**src/inc/bsd_pkg.sv**
```systemverilog
// Shared types and constants of the burst sequence controller.
// Assumes one bus clock; all users import the whole package.
package bsd_pkg;

  // Widths of addresses, byte counts, tags and data.
  localparam int BSD_ADDR_W = 64;
  localparam int BSD_BC_W = 13;
  localparam int BSD_TAG_W = 5;
  localparam int BSD_NUM_TAGS = 32;
  localparam int BSD_LANES = 8;
  localparam int BSD_HALF_LANES = 4;
  localparam int BSD_DATA_W = 64;

  // Boundary geometry: 128-byte aligned stop boundary.
  localparam int BSD_BND_BYTES = 128;
  localparam logic [6:0] BSD_BND_LAST = 7'h7f;
  localparam int BSD_PHASES_64 = BSD_BND_BYTES / BSD_LANES;
  localparam int BSD_PHASES_32 = BSD_BND_BYTES / BSD_HALF_LANES;

  // Buffer sizing and the largest byte count of one sequence.
  localparam int BSD_MIN_BUF_BYTES = 128;
  localparam int BSD_BUF_WORDS = BSD_MIN_BUF_BYTES / BSD_LANES;
  localparam logic [12:0] BSD_MAX_BC = 13'h1000;

  // Way in which a transaction ended on the bus.
  typedef enum logic [2:0] {
    BSD_T_COUNT = 3'h0,
    BSD_T_BND = 3'h1,
    BSD_T_SDP = 3'h2,
    BSD_T_RETRY = 3'h3,
    BSD_T_TABORT = 3'h4,
    BSD_T_MABORT = 3'h5,
    BSD_T_SPLIT = 3'h6
  } bsd_term_t;

  // Controller states, Gray coded along idle, address, data, drain.
  typedef enum logic [1:0] {
    BSD_S_IDLE = 2'h0,
    BSD_S_ADDR = 2'h1,
    BSD_S_DATA = 2'h3,
    BSD_S_DRAIN = 2'h2
  } bsd_state_t;

  // One sequence request, also the address phase of a transaction.
  typedef struct packed {
    logic [BSD_ADDR_W-1:0] addr;
    logic [BSD_BC_W-1:0] bc;
    logic [BSD_TAG_W-1:0] tag;
    logic isWrite;
    logic wide;
  } bsd_req_t;

  // One word of data with byte enables, lanes by byte address.
  typedef struct packed {
    logic [BSD_DATA_W-1:0] data;
    logic [BSD_LANES-1:0] be;
  } bsd_beat_t;

  // One split completion seen by the requester.
  typedef struct packed {
    logic [BSD_TAG_W-1:0] tag;
    logic [BSD_ADDR_W-1:0] addr;
    logic [BSD_BC_W-1:0] bc;
    logic err;
  } bsd_cpl_t;

endpackage

```
**src/hdl/bsd_fifo2.sv**
```systemverilog
// Small FIFO with valid and ready on both sides.
// Assumes the bus clock, active-low asynchronous reset and a clock enable.
`timescale 1ns/10ps
`default_nettype none

module bsd_fifo2 #(
  parameter int WIDTH = 8,
  parameter int DEPTH = 2
) (
  // Clock, reset and enable.
  input wire logic clk_sys,
  input wire logic rst_n,
  input wire logic clkEn,
  // Filling side.
  input wire logic inValid,
  output logic inReady,
  input wire logic [WIDTH-1:0] inData,
  // Draining side.
  output logic outValid,
  input wire logic outReady,
  output logic [WIDTH-1:0] outData
);

  localparam int PW = (DEPTH > 1) ? $clog2(DEPTH) : 1;

  typedef struct packed {
    logic [DEPTH-1:0][WIDTH-1:0] mem;
    logic [PW-1:0] wp;
    logic [PW-1:0] rp;
    logic [PW:0] cnt;
  } bsd_fifo_state_t;

  bsd_fifo_state_t r;
  bsd_fifo_state_t next_r;
  logic push;
  logic pull;

  ////////////////////////////////////////////////////////////////////////
  // Honest full and empty straight from the fill count.
  assign inReady = r.cnt != (PW + 1)'(DEPTH);
  assign outValid = r.cnt != '0;
  assign outData = r.mem[r.rp];
  assign push = inValid && inReady;
  assign pull = outValid && outReady;

  // Pointer wrap and count update.
  always_comb begin
    next_r = r;
    if (push) begin
      next_r.mem[r.wp] = inData;
      next_r.wp = (r.wp == PW'(DEPTH - 1)) ? '0 : r.wp + 1'b1;
    end
    if (pull) begin
      next_r.rp = (r.rp == PW'(DEPTH - 1)) ? '0 : r.rp + 1'b1;
    end
    if (push && !pull) begin
      next_r.cnt = r.cnt + 1'b1;
    end else if (pull && !push) begin
      next_r.cnt = r.cnt - 1'b1;
    end
  end

  // State register, frozen while the enable is low.
  always_ff @(posedge clk_sys or negedge rst_n) begin
    if (!rst_n) begin
      r <= '0;
    end else if (clkEn) begin
      r <= next_r;
    end
  end

endmodule

`default_nettype wire

```
**src/hdl/bsd_requester.sv**
```systemverilog
// Requester side of a registered burst bus: runs read and write sequences,
// resumes disconnected writes, places bytes on lanes and tracks split tags.
// Assumes a bus engine that turns transactions and data phases into pins and
// reports how each transaction ended; everything runs on clk_sys.
`timescale 1ns/10ps
`default_nettype none

module bsd_requester (
  // Clock, reset and clock enable.
  input wire logic clk_sys,
  input wire logic rst_n,
  input wire logic clkEn,
  // Sequence requests.
  input wire logic reqValid,
  output logic reqReady,
  input wire bsd_pkg::bsd_req_t req,
  input wire logic yieldAtBnd,
  // Write data stream, one aligned 8-byte word per beat.
  input wire logic wrValid,
  output logic wrReady,
  input wire bsd_pkg::bsd_beat_t wrBeat,
  // Sequence results.
  output logic doneValid,
  output logic [bsd_pkg::BSD_TAG_W-1:0] doneTag,
  output bsd_pkg::bsd_term_t doneCode,
  // Address phases toward the bus engine.
  output logic txnValid,
  input wire logic txnReady,
  output bsd_pkg::bsd_req_t txn,
  // Data phases toward the bus engine.
  output logic phValid,
  input wire logic phReady,
  output bsd_pkg::bsd_beat_t phBeat,
  output logic phLast,
  // Transaction end reported by the bus engine.
  input wire logic termValid,
  input wire bsd_pkg::bsd_term_t term,
  // Split completions addressed to this requester.
  input wire logic cplValid,
  input wire bsd_pkg::bsd_cpl_t cpl,
  output logic splitDoneValid,
  output logic [bsd_pkg::BSD_TAG_W-1:0] splitDoneTag,
  output logic splitDoneErr,
  output logic orderErr
);
  import bsd_pkg::*;

  typedef logic [BSD_BC_W-1:0] bsd_cnt_t;

  // Whole state of the controller.
  typedef struct packed {
    bsd_state_t st;
    bsd_req_t cur;
    logic sent;
    logic txnValid;
    logic phValid;
    bsd_beat_t ph;
    logic phLast;
    logic doneValid;
    logic [BSD_TAG_W-1:0] doneTag;
    bsd_term_t doneCode;
    logic [BSD_NUM_TAGS-1:0] open;
    logic [BSD_NUM_TAGS-1:0][BSD_BC_W-1:0] expAddr;
    logic [BSD_NUM_TAGS-1:0][BSD_BC_W-1:0] left;
    logic sdValid;
    logic [BSD_TAG_W-1:0] sdTag;
    logic sdErr;
    logic orderErr;
  } bsd_req_state_t;

  bsd_req_state_t r;
  bsd_req_state_t next_r;

  // Phase geometry of the current address.
  logic [3:0] wBytes;
  logic [3:0] off;
  logic [3:0] room;
  logic [3:0] nBytes;
  logic [6:0] endLow;
  logic atBnd;
  logic lastPh;
  logic popBeat;
  logic [BSD_LANES-1:0] laneMask;
  logic [BSD_DATA_W-1:0] srcData;
  logic [BSD_LANES-1:0] srcBe;

  // Buffer head and control.
  logic headValid;
  bsd_beat_t head;
  logic pop;
  logic canLoad;
  logic finish;
  logic [BSD_TAG_W-1:0] ct;

  ////////////////////////////////////////////////////////////////////////
  // Write data buffer; a full buffer drops wrReady back to the source.
  bsd_fifo2 #(
    .WIDTH($bits(bsd_beat_t)),
    .DEPTH(BSD_BUF_WORDS)
  ) u_buf (
    .clk_sys(clk_sys),
    .rst_n(rst_n),
    .clkEn(clkEn),
    .inValid(wrValid),
    .inReady(wrReady),
    .inData(wrBeat),
    .outValid(headValid),
    .outReady(pop),
    .outData(head)
  );

  ////////////////////////////////////////////////////////////////////////
  // Width of a data phase and the bytes the next phase can carry.
  assign wBytes = r.cur.wide ? 4'(BSD_LANES) : 4'(BSD_HALF_LANES);
  assign off = r.cur.wide ? {1'b0, r.cur.addr[2:0]} : {2'h0, r.cur.addr[1:0]};
  assign room = wBytes - off;
  assign nBytes = (r.cur.bc < {9'h0, room}) ? r.cur.bc[3:0] : room;

  // A phase whose last byte has 7Fh in its low bits meets a boundary.
  assign endLow = r.cur.addr[6:0] + {3'h0, nBytes} - 7'h1;
  assign atBnd = endLow == BSD_BND_LAST;

  // Stop at the count, or at a boundary when asked to yield.
  assign lastPh = (r.cur.bc == {9'h0, nBytes}) || (yieldAtBnd && atBnd);

  // A narrow phase uses up a word after its upper half or at the end.
  assign popBeat = r.cur.wide || r.cur.addr[2] || (r.cur.bc == {9'h0, nBytes});

  // Upper half of a word shares the low lanes on a narrow transfer.
  always_comb begin
    if (r.cur.wide) begin
      srcData = head.data;
      srcBe = head.be;
    end else if (r.cur.addr[2]) begin
      srcData = {32'h0, head.data[63:32]};
      srcBe = {4'h0, head.be[7:4]};
    end else begin
      srcData = {32'h0, head.data[31:0]};
      srcBe = {4'h0, head.be[3:0]};
    end
  end

  // Only lanes between the current byte and the phase end are enabled.
  for (genvar i = 0; i < BSD_LANES; i++) begin : g_lane
    localparam logic [3:0] LI = 4'(i);
    assign laneMask[i] = (LI >= off) && (LI < off + nBytes) &&
                         (r.cur.wide || LI < 4'(BSD_HALF_LANES));
  end

  // A phase is staged while a write still has bytes and the buffer has data.
  assign canLoad = (r.st != BSD_S_IDLE) && r.cur.isWrite && !r.phValid &&
                   headValid && (r.cur.bc != '0);

  ////////////////////////////////////////////////////////////////////////
  // A tag may start only when neither the active nor a split sequence owns it.
  assign reqReady = (r.st == BSD_S_IDLE) && !r.open[req.tag] &&
                    (req.bc != '0) && (req.bc <= BSD_MAX_BC);

  // Outputs straight from the state.
  assign txnValid = r.txnValid;
  assign txn = r.cur;
  assign phValid = r.phValid && (r.st == BSD_S_DATA);
  assign phBeat = r.ph;
  assign phLast = r.phLast;
  assign doneValid = r.doneValid;
  assign doneTag = r.doneTag;
  assign doneCode = r.doneCode;
  assign splitDoneValid = r.sdValid;
  assign splitDoneTag = r.sdTag;
  assign splitDoneErr = r.sdErr;
  assign orderErr = r.orderErr;
  assign ct = cpl.tag;

  ////////////////////////////////////////////////////////////////////////
  // Next state of the sequence engine and the split tracker.
  always_comb begin
    next_r = r;
    next_r.doneValid = 1'b0;
    next_r.sdValid = 1'b0;
    next_r.sdErr = 1'b0;
    next_r.orderErr = 1'b0;
    pop = 1'b0;
    finish = 1'b0;

    // Take a new sequence and raise its first address phase.
    if (reqValid && reqReady) begin
      next_r.cur = req;
      next_r.sent = 1'b0;
      next_r.txnValid = 1'b1;
      next_r.st = BSD_S_ADDR;
    end

    // Address phase handed to the bus engine.
    if ((r.st == BSD_S_ADDR) && txnReady) begin
      next_r.txnValid = 1'b0;
      next_r.st = BSD_S_DATA;
    end

    // Stage the next data phase from the buffer head.
    if (canLoad) begin
      next_r.phValid = 1'b1;
      next_r.ph.data = srcData;
      next_r.ph.be = srcBe & laneMask;
      next_r.phLast = lastPh;
      pop = popBeat;
    end

    // Phase taken by the target, or thrown away while draining.
    if (r.phValid && (((r.st == BSD_S_DATA) && phReady) || (r.st == BSD_S_DRAIN))) begin
      next_r.phValid = 1'b0;
      next_r.cur.addr = r.cur.addr + {60'h0, nBytes};
      next_r.cur.bc = r.cur.bc - {9'h0, nBytes};
      if (r.st == BSD_S_DATA) begin
        next_r.sent = 1'b1;
      end else if (next_r.cur.bc == '0) begin
        next_r.st = BSD_S_IDLE;
      end
    end

    // End of a transaction decides between resume and end of sequence.
    if ((r.st == BSD_S_DATA) && termValid) begin
      next_r.st = BSD_S_IDLE;
      finish = 1'b1;
      case (term)
        BSD_T_BND, BSD_T_SDP: begin
          if (r.cur.isWrite && (next_r.cur.bc != '0)) begin
            next_r.st = BSD_S_ADDR;
            next_r.txnValid = 1'b1;
            finish = 1'b0;
          end
        end
        BSD_T_RETRY: begin
          if (r.cur.isWrite && next_r.sent) begin
            next_r.st = BSD_S_ADDR;
            next_r.txnValid = 1'b1;
            finish = 1'b0;
          end
        end
        BSD_T_SPLIT: begin
          finish = 1'b0;
          next_r.open[r.cur.tag] = 1'b1;
          next_r.expAddr[r.cur.tag] = next_r.cur.addr[BSD_BC_W-1:0];
          next_r.left[r.cur.tag] = r.cur.isWrite ? '0 : next_r.cur.bc;
        end
        default: begin
        end
      endcase
      // A read that ended keeps no state for a later retry.
      if (finish) begin
        next_r.doneValid = 1'b1;
        next_r.doneTag = r.cur.tag;
        next_r.doneCode = term;
      end
      // Leftover write words of an ended sequence are flushed from the buffer.
      if ((next_r.st == BSD_S_IDLE) && r.cur.isWrite && (next_r.cur.bc != '0)) begin
        next_r.st = BSD_S_DRAIN;
      end
    end

    // Split completions must arrive in ascending address order.
    if (cplValid && r.open[ct]) begin
      if (cpl.addr[BSD_BC_W-1:0] != r.expAddr[ct]) begin
        next_r.orderErr = 1'b1;
      end
      next_r.expAddr[ct] = r.expAddr[ct] + cpl.bc;
      next_r.left[ct] = r.left[ct] - cpl.bc;
      if (cpl.err || (cpl.bc >= r.left[ct])) begin
        next_r.open[ct] = 1'b0;
        next_r.left[ct] = '0;
        next_r.sdValid = 1'b1;
        next_r.sdTag = ct;
        next_r.sdErr = cpl.err;
      end
    end
  end

  ////////////////////////////////////////////////////////////////////////
  // State register, frozen while the enable is low.
  always_ff @(posedge clk_sys or negedge rst_n) begin
    if (!rst_n) begin
      r <= '0;
    end else if (clkEn) begin
      r <= next_r;
    end
  end

endmodule

`default_nettype wire

```
**config.mk**
```make
export PLATFORM = sky130hd
export DESIGN_NAME = bsd_requester
export DESIGN_NICKNAME = d
export VERILOG_FILES = /design/src/inc/bsd_pkg.sv /design/src/hdl/bsd_fifo2.sv /design/src/hdl/bsd_requester.sv
export SDC_FILE = /design/constraint.sdc
export NUM_CORES = 2
export LEC_CHECK = 0
export ABC_AREA = 0
export BUFFER_PORTS_ARGS = -buffer_cell sky130_fd_sc_hd__buf_4
export CAP_MARGIN = 20
export CORE_MARGIN = 4
export CORE_UTILIZATION = 40
export CTS_CLUSTER_DIAMETER = 200
export DETAILED_ROUTE_END_ITERATION = 7
export PLACE_DENSITY = 0.66
export SKIP_CTS_REPAIR_TIMING = 1
export SLEW_MARGIN = 20
export SYNTH_ARGS = -nofsm -noshare
export SYNTH_HDL_FRONTEND = slang
export SYNTH_SLANG_ARGS = --single-unit
```
**constraint.sdc**
```tcl
create_clock -name clk_sys -period 10.5 [get_ports clk_sys]
set_input_delay 0.525 -clock clk_sys [delete_from_list [all_inputs] [get_ports clk_sys]]
set_output_delay 0.525 -clock clk_sys [all_outputs]
set_load 0.02 [all_outputs]
```
Word level (Yosys, flattened, before mapping). Index checks and enable logic that the tools add are counted.

Flip-flop bits (word level): 2208. Output and inout bits: 178.

$add $sub $neg: 12. Order comparisons: 27. Equality and inequality tests: 13. Muxes and demuxes: 69. Bitwise operators: 6. Reduce and logical (&&, ||, !) cells: 68.

Operator list (count): 416-bit bitwise mux (4); 1152-bit bitwise mux (1); 873-bit 2-to-1 mux (1); 872-bit 2-to-1 mux (1); 864-bit 2-to-1 mux (1); 423-bit 2-to-1 mux (1); 416-bit bitwise AND (1); 416-bit inverter (1); 72-bit binary-select mux with 4-bit select (1); 72-bit demux with 4-bit select (1); 72-bit 2-to-1 mux (2); 13-bit binary-select mux with 5-bit select (2); 13-bit demux with 5-bit select (2); 88-bit 2-to-1 mux (1); 79-bit 2-to-1 mux (1); 74-bit 2-to-1 mux (1); 13-bit 2-to-1 mux (5); 64-bit by 4-bit adder with 64-bit output (1); 32-bit 2-to-1 mux (2); 64-bit 2-to-1 mux (1); 13-bit nonzero test (3); 1-bit logical AND (38); 32-bit bitwise AND (1); 32-bit inverter (1); other kinds (55) (121).

Logic depth before layout (Yosys ltp).
Word-level depth: 23. Mapped depth: 27. Mapped depth without buffers: 24.

Modules after synthesis. From an unflattened synthesis, not the netlist that was laid out.

Cell total of the unflattened synthesis: 9618. Area, all modules: 110888.9 µm².

By module, submodules not included: bsd_requester (instances 1, cells each 6253, area each 57745.4 µm², sequential area each 26100.0 µm²); bsd_fifo2 (instances 1, cells each 3365, area each 53143.5 µm², sequential area each 29153.0 µm²).

Worst setup path before layout. OpenSTA, ideal clock, no wires.

Path type: input -> register. Start: input cpl[78] (netlist bit). End: register r[841] (netlist bit). Library setup time: 0.137 ns. Data arrival time: 5.425 ns. Required time: 10.363 ns. Path slack: 4.938 ns. Stages on the path: 22. Path buffers: 7. Path through: buf_4 > buf_4 > buf_4 > buf_4 > buf_2 > buf_1 > mux4_2 > a22oi_1 > nand4_1 > ha_1 > nor2b_1 > o21ai_0 > a21boi_1 > o21ai_0 > nand2b_1 > a21oi_1 > o211a_1 > nor3_1 > or3_1 > clkbuf_1 > nor2_1 > a21oi_1.

Word-level cells in the longest chain between the ends: 8. Elaborated cells between the ends (all ways): 16. Classes of those cells: 3 x order compare; 8 x mux; 2 x bitwise; 3 x reduce/logical.

Ends and longest elaborated chain: start: declaration (RTL line bsd_requester.sv:40) `input wire bsd_pkg::bsd_cpl_t cpl,`; parallel branches: the longest is 7 deep, another holds 13-bit >= comparator; 872-bit 2-to-1 mux * (RTL line bsd_requester.sv:261) `if (cplValid && r.open[ct]) begin`; end signal: assignment (RTL line bsd_requester.sv:283) `r <= next_r;`; end: declaration (RTL line bsd_requester.sv:71) `bsd_req_state_t r;`.

Mark *: on every way between the ends. The select of a mux whose other input is x is not followed. A chain may end at the register's enable or synchronous reset.

Worst setup path in the final report.
Start: register r, in the netlist txn[22]. End: register r, in the netlist txn[80].

Word-level cells in the longest chain between the ends: 6.

Ends and longest elaborated chain: 3-bit 2-to-1 mux (RTL line bsd_requester.sv:115) `assign off = r.cur.wide ? {1'b0, r.cur.addr[2:0]} : {2'h0, r.cur.addr[1:0]};`; 4-bit by 3-bit subtractor with 4-bit output (RTL line bsd_requester.sv:116) `assign room = wBytes - off;`; 13-bit by 4-bit less-than comparator with 1-bit output (RTL line bsd_requester.sv:117) `assign nBytes = (r.cur.bc < {9'h0, room}) ? r.cur.bc[3:0] : room;`; 4-bit 2-to-1 mux (RTL line bsd_requester.sv:117); 64-bit by 4-bit adder with 64-bit output * (RTL line bsd_requester.sv:211) `next_r.cur.addr = r.cur.addr + {60'h0, nBytes};`; 79-bit 2-to-1 mux * (RTL line bsd_requester.sv:209) `if (r.phValid && (((r.st == BSD_S_DATA) && phReady) || (r.st == BSD_S_DRAIN))) begin`.

Every way passes the cells marked *; elsewhere a longest branch is shown, timed or not.

==> impl_metrics.py <==
metrics = {
    "place": {
        "placed_cell_area_mm2": 0.112,
        "place.gp.congestion": 0.952,
        "place.detailed.hpwl_um": 230000,
        "port_buffers": 378,
    },
    "critical_path": {
        "worst_path_arrival_time_ps": 7640,
        "critical_path.endpoint_type": "register",
        "regToRegSetupSlack_ps": 3640,
        "timing_worst_setup_path_type": "register to register",
        "cp.required_ps": 11280,
        "crit_fanout": 11,
        "worst_setup_path_start_kind": "register",
    },
    "drt": {
        "antenna_violating_nets_post_route": 0,
        "wl_per_cell_um": 29.1,
        "firstDrtPassIters": 8,
        "drt_drc_violations_left": 26,
        "drt_via_density": 6.43,
        "routed-via-count": 81500,
        "drtIter0Drc": 9009,
        "drt_wl_total_um": 369000,
    },
    "cells_and_area": {
        "nets": 9227,
        "most_frequent_standard_cell_in_the_layout_excluding_fill_and_tap_cells": "sky130_fd_sc_hd__dfrtp_1",
        "post_route_cells_drive_above_1_share_pct": 30.2,
        "final_design_utilization_pct": 45.3,
        "final_design_area_no_fill_mm2": 0.121,
        "final_cell_mix": "sky130_fd_sc_hd__dfrtp_1, sky130_fd_sc_hd__mux2_2, sky130_fd_sc_hd__a21oi_1, sky130_fd_sc_hd__o22ai_1, sky130_fd_sc_hd__buf_4",
        "area_growth_syn_to_layout_pct": 12.6,
    },
    "power": {
        "design_power_total_mw": 31.0,
        "power.density_mw_per_mm2": 256,
        "vdd_ir_drop_max_mv": 0.211,
        "leakage_nw": 53.4,
    },
    "grt": {
        "grt_first_pass_wirelength_um": 545000,
        "grt_max_degree": 192,
        "grt_use_total_pct": 25.7,
        "antenna_found_initial": 41,
        "overflow": 0,
        "first_global_vias": 82500,
    },
    "sta": {
        "finalSetupViolations": 0,
        "timing.hold.ws_ps": -28.2,
        "rsz0062_at_grt": "no",
        "totalNegativeSetupSlack_ps": 0,
        "final-max-slew-violation-count": 0,
        "period_minus_slack_ps": 6860,
        "hold_viol": 11,
        "max_slew.worst_pin.slew_ps": 1200,
        "final_min_period_over_clock_period_pct": 65.3,
        "worst_clock_skew_ps": 66.9,
        "fmax_mhz": 146,
        "headroom_to_the_max_slew_limit_pct": 20.0,
    },
    "clock_network": {
        "clock-root-buffer": "sky130_fd_sc_hd__clkbuf_16",
        "maximum_level_of_the_cts_h_tree": 4,
        "clk_path_buf_depth": 4,
        "numCtsBuffers": 230,
        "cts_tree": "yes",
        "clkTransAtPathRegs_ps": 60,
        "clk-insertion-delay-late_ps": 910,
        "clock-sinks": 2208,
    },
    "flow_run": {
        "cap_violations": 0,
    },
    "status": {
        "failing_checks": "design-rule violations, negative hold slack",
        "run_status": "finished, violations left",
    },
    "synthesis": {
        "synthesis.area_mm2": 0.108,
        "synth.net_count": 9345,
        "total_of_flip_flops_plus_latches_after_synthesis": 2208,
        "synth_enable_flop_cells": 0,
        "syn_inst": 9027,
        "synth.lib_cells_used.distinct": 100,
        "synth.avg_cell_area_um2": 11.9,
        "proportion_of_register_bits_with_asynchronous_set_or_reset_after_synthesis_pct": 100,
        "yosys_most_used_dff": "sky130_fd_sc_hd__dfrtp_1",
        "yosys_warnings": 0,
        "register_area_share_after_synthesis_pct": 51.3,
    },
    "floorplan": {
        "floorplan.die_area_mm2": 0.278,
        "die_x_um": 527,
        "floorplan.initialDensity_pct": 40.2,
        "design.core.area_mm2": 0.268,
        "dieHeight_um": 527,
        "io_pins": 430,
        "core.rowCount": 190,
    },
    "worst_hold_path": {
        "holdCritPathClass": "input pin to register",
    },
}
## state kept, by name, indices dropped and copies added, names as in the netlist
register,flops
splitDoneValid,1
doneTag,5
phLast,1
doneCode,3
doneValid,1
splitDoneTag,5
txnValid,1
phBeat,72
orderErr,1
u_buf.r,1165
splitDoneErr,1
r,868
txn,84
## critical path, cell delays in order, from the launching register on
cell and delay, ps:
sky130_fd_sc_hd__dfrtp_1 710, sky130_fd_sc_hd__inv_1 360, sky130_fd_sc_hd__nand2_1 170, sky130_fd_sc_hd__xnor2_1 160, sky130_fd_sc_hd__inv_1 70, sky130_fd_sc_hd__ha_1 280
sky130_fd_sc_hd__o21ai_0 90, sky130_fd_sc_hd__nand2b_1 120, sky130_fd_sc_hd__a211oi_4 390, sky130_fd_sc_hd__a21o_1 230, sky130_fd_sc_hd__ha_1 190, sky130_fd_sc_hd__inv_1 60
sky130_fd_sc_hd__fa_1 460, sky130_fd_sc_hd__nor2b_1 150, sky130_fd_sc_hd__o21ai_0 290, sky130_fd_sc_hd__a21boi_0 560, sky130_fd_sc_hd__nand2_1 260, sky130_fd_sc_hd__nor4b_1 840
sky130_fd_sc_hd__nand3_1 390, sky130_fd_sc_hd__nor2_1 320, sky130_fd_sc_hd__nand2_1 210, sky130_fd_sc_hd__nor4_1 260, sky130_fd_sc_hd__a21oi_1 60, sky130_fd_sc_hd__o21ai_0 150
## cells by family (layout without fill, tap and decap cells)
group                    count (synthesis)  in the layout  synth area share (%)
AO/OA/AOI/OAI                         2644           2644                  15.1
flip-flops                            2208           2208                  51.3
multiplexers                          1841           1841                  22.9
AND/OR/NAND/NOR                       1123           1123                  4.81
buffers and inverters                 1093           1152                  4.64
adder cells (fa/ha/maj)                 66             66                 0.809
XOR/XNOR                                52             52                 0.430
other                                    0             27                     0
## through the flow
step           setup slack (ps)  instances
6_report                   3640      12700
5_1_grt                    3120      12600
4_1_cts                    3790      12600
3_5_place_dp               3760      12100
3_3_place_gp               3790      12100
2_1_floorplan              4940       9027
## layout make-up
class | instances | area [um^2]
Timing Repair Buffer | 664 | 5550
Tap cell | 3552 | 4440
Antenna cell | 27 | 67.6
Fill cell | 23700 | 147000
Multi-Input combinational cell | 5726 | 47900
Clock inverter | 66 | 951
Inverter | 79 | 299
Clock buffer | 343 | 6760
Sequential cell | 2208 | 55300
## routing by layer
| layer | share of wire [%] | up-vias | GRT usage [%] | wire (um) |
|---|---|---|---|---|
| li1 | - | 33600 | - | - |
| met1 | 39 | 42100 | 32.9 | 143000 |
| met2 | 45 | 4771 | 40.1 | 167000 |
| met3 | 10 | 1010 | 7.08 | 37200 |
| met4 | 5.7 | 36 | 13.0 | 21100 |
| met5 | 0.061 | - | 0 | 226 |
## Yosys cell counts (all sizes together), types with 150 or more instances
cell type | instances | share of area (%)
a21oi | 859 | 4.0
a22o | 150 | 1.2
a22oi | 246 | 1.7
buf | 347 | 2.0
clkbuf | 666 | 2.3
dfrtp | 2208 | 51
mux2 | 1245 | 13
mux2i | 226 | 2.1
mux4 | 370 | 7.7
nand2 | 395 | 1.4
nor2 | 408 | 1.6
o21ai | 434 | 2.0
o22ai | 703 | 4.1
## worst paths after layout
check | depth (start not counted) | endpoint | start
max in group asynchronous | 4 | u_buf.r[1067] | rst_n
min | 3 | txn[74] | req[74]
min reg2reg | 2 | phBeat[33] | phBeat[33]
max | 23 | txn[80] | txn[22]
min in group asynchronous | 2 | txn[39] | rst_n
max reg2reg | 23 | txn[80] | txn[22]
## power by group
group | total [mW] | internal [mW] | switching [mW]
Combinational | 10.4 | 4.57 | 5.79
Sequential | 12.2 | 10.7 | 1.51
Clock | 8.44 | 4.95 | 3.49
Total | 31.0 | 20.3 | 10.8
Note: power is estimated with default switching activity, not from simulation.
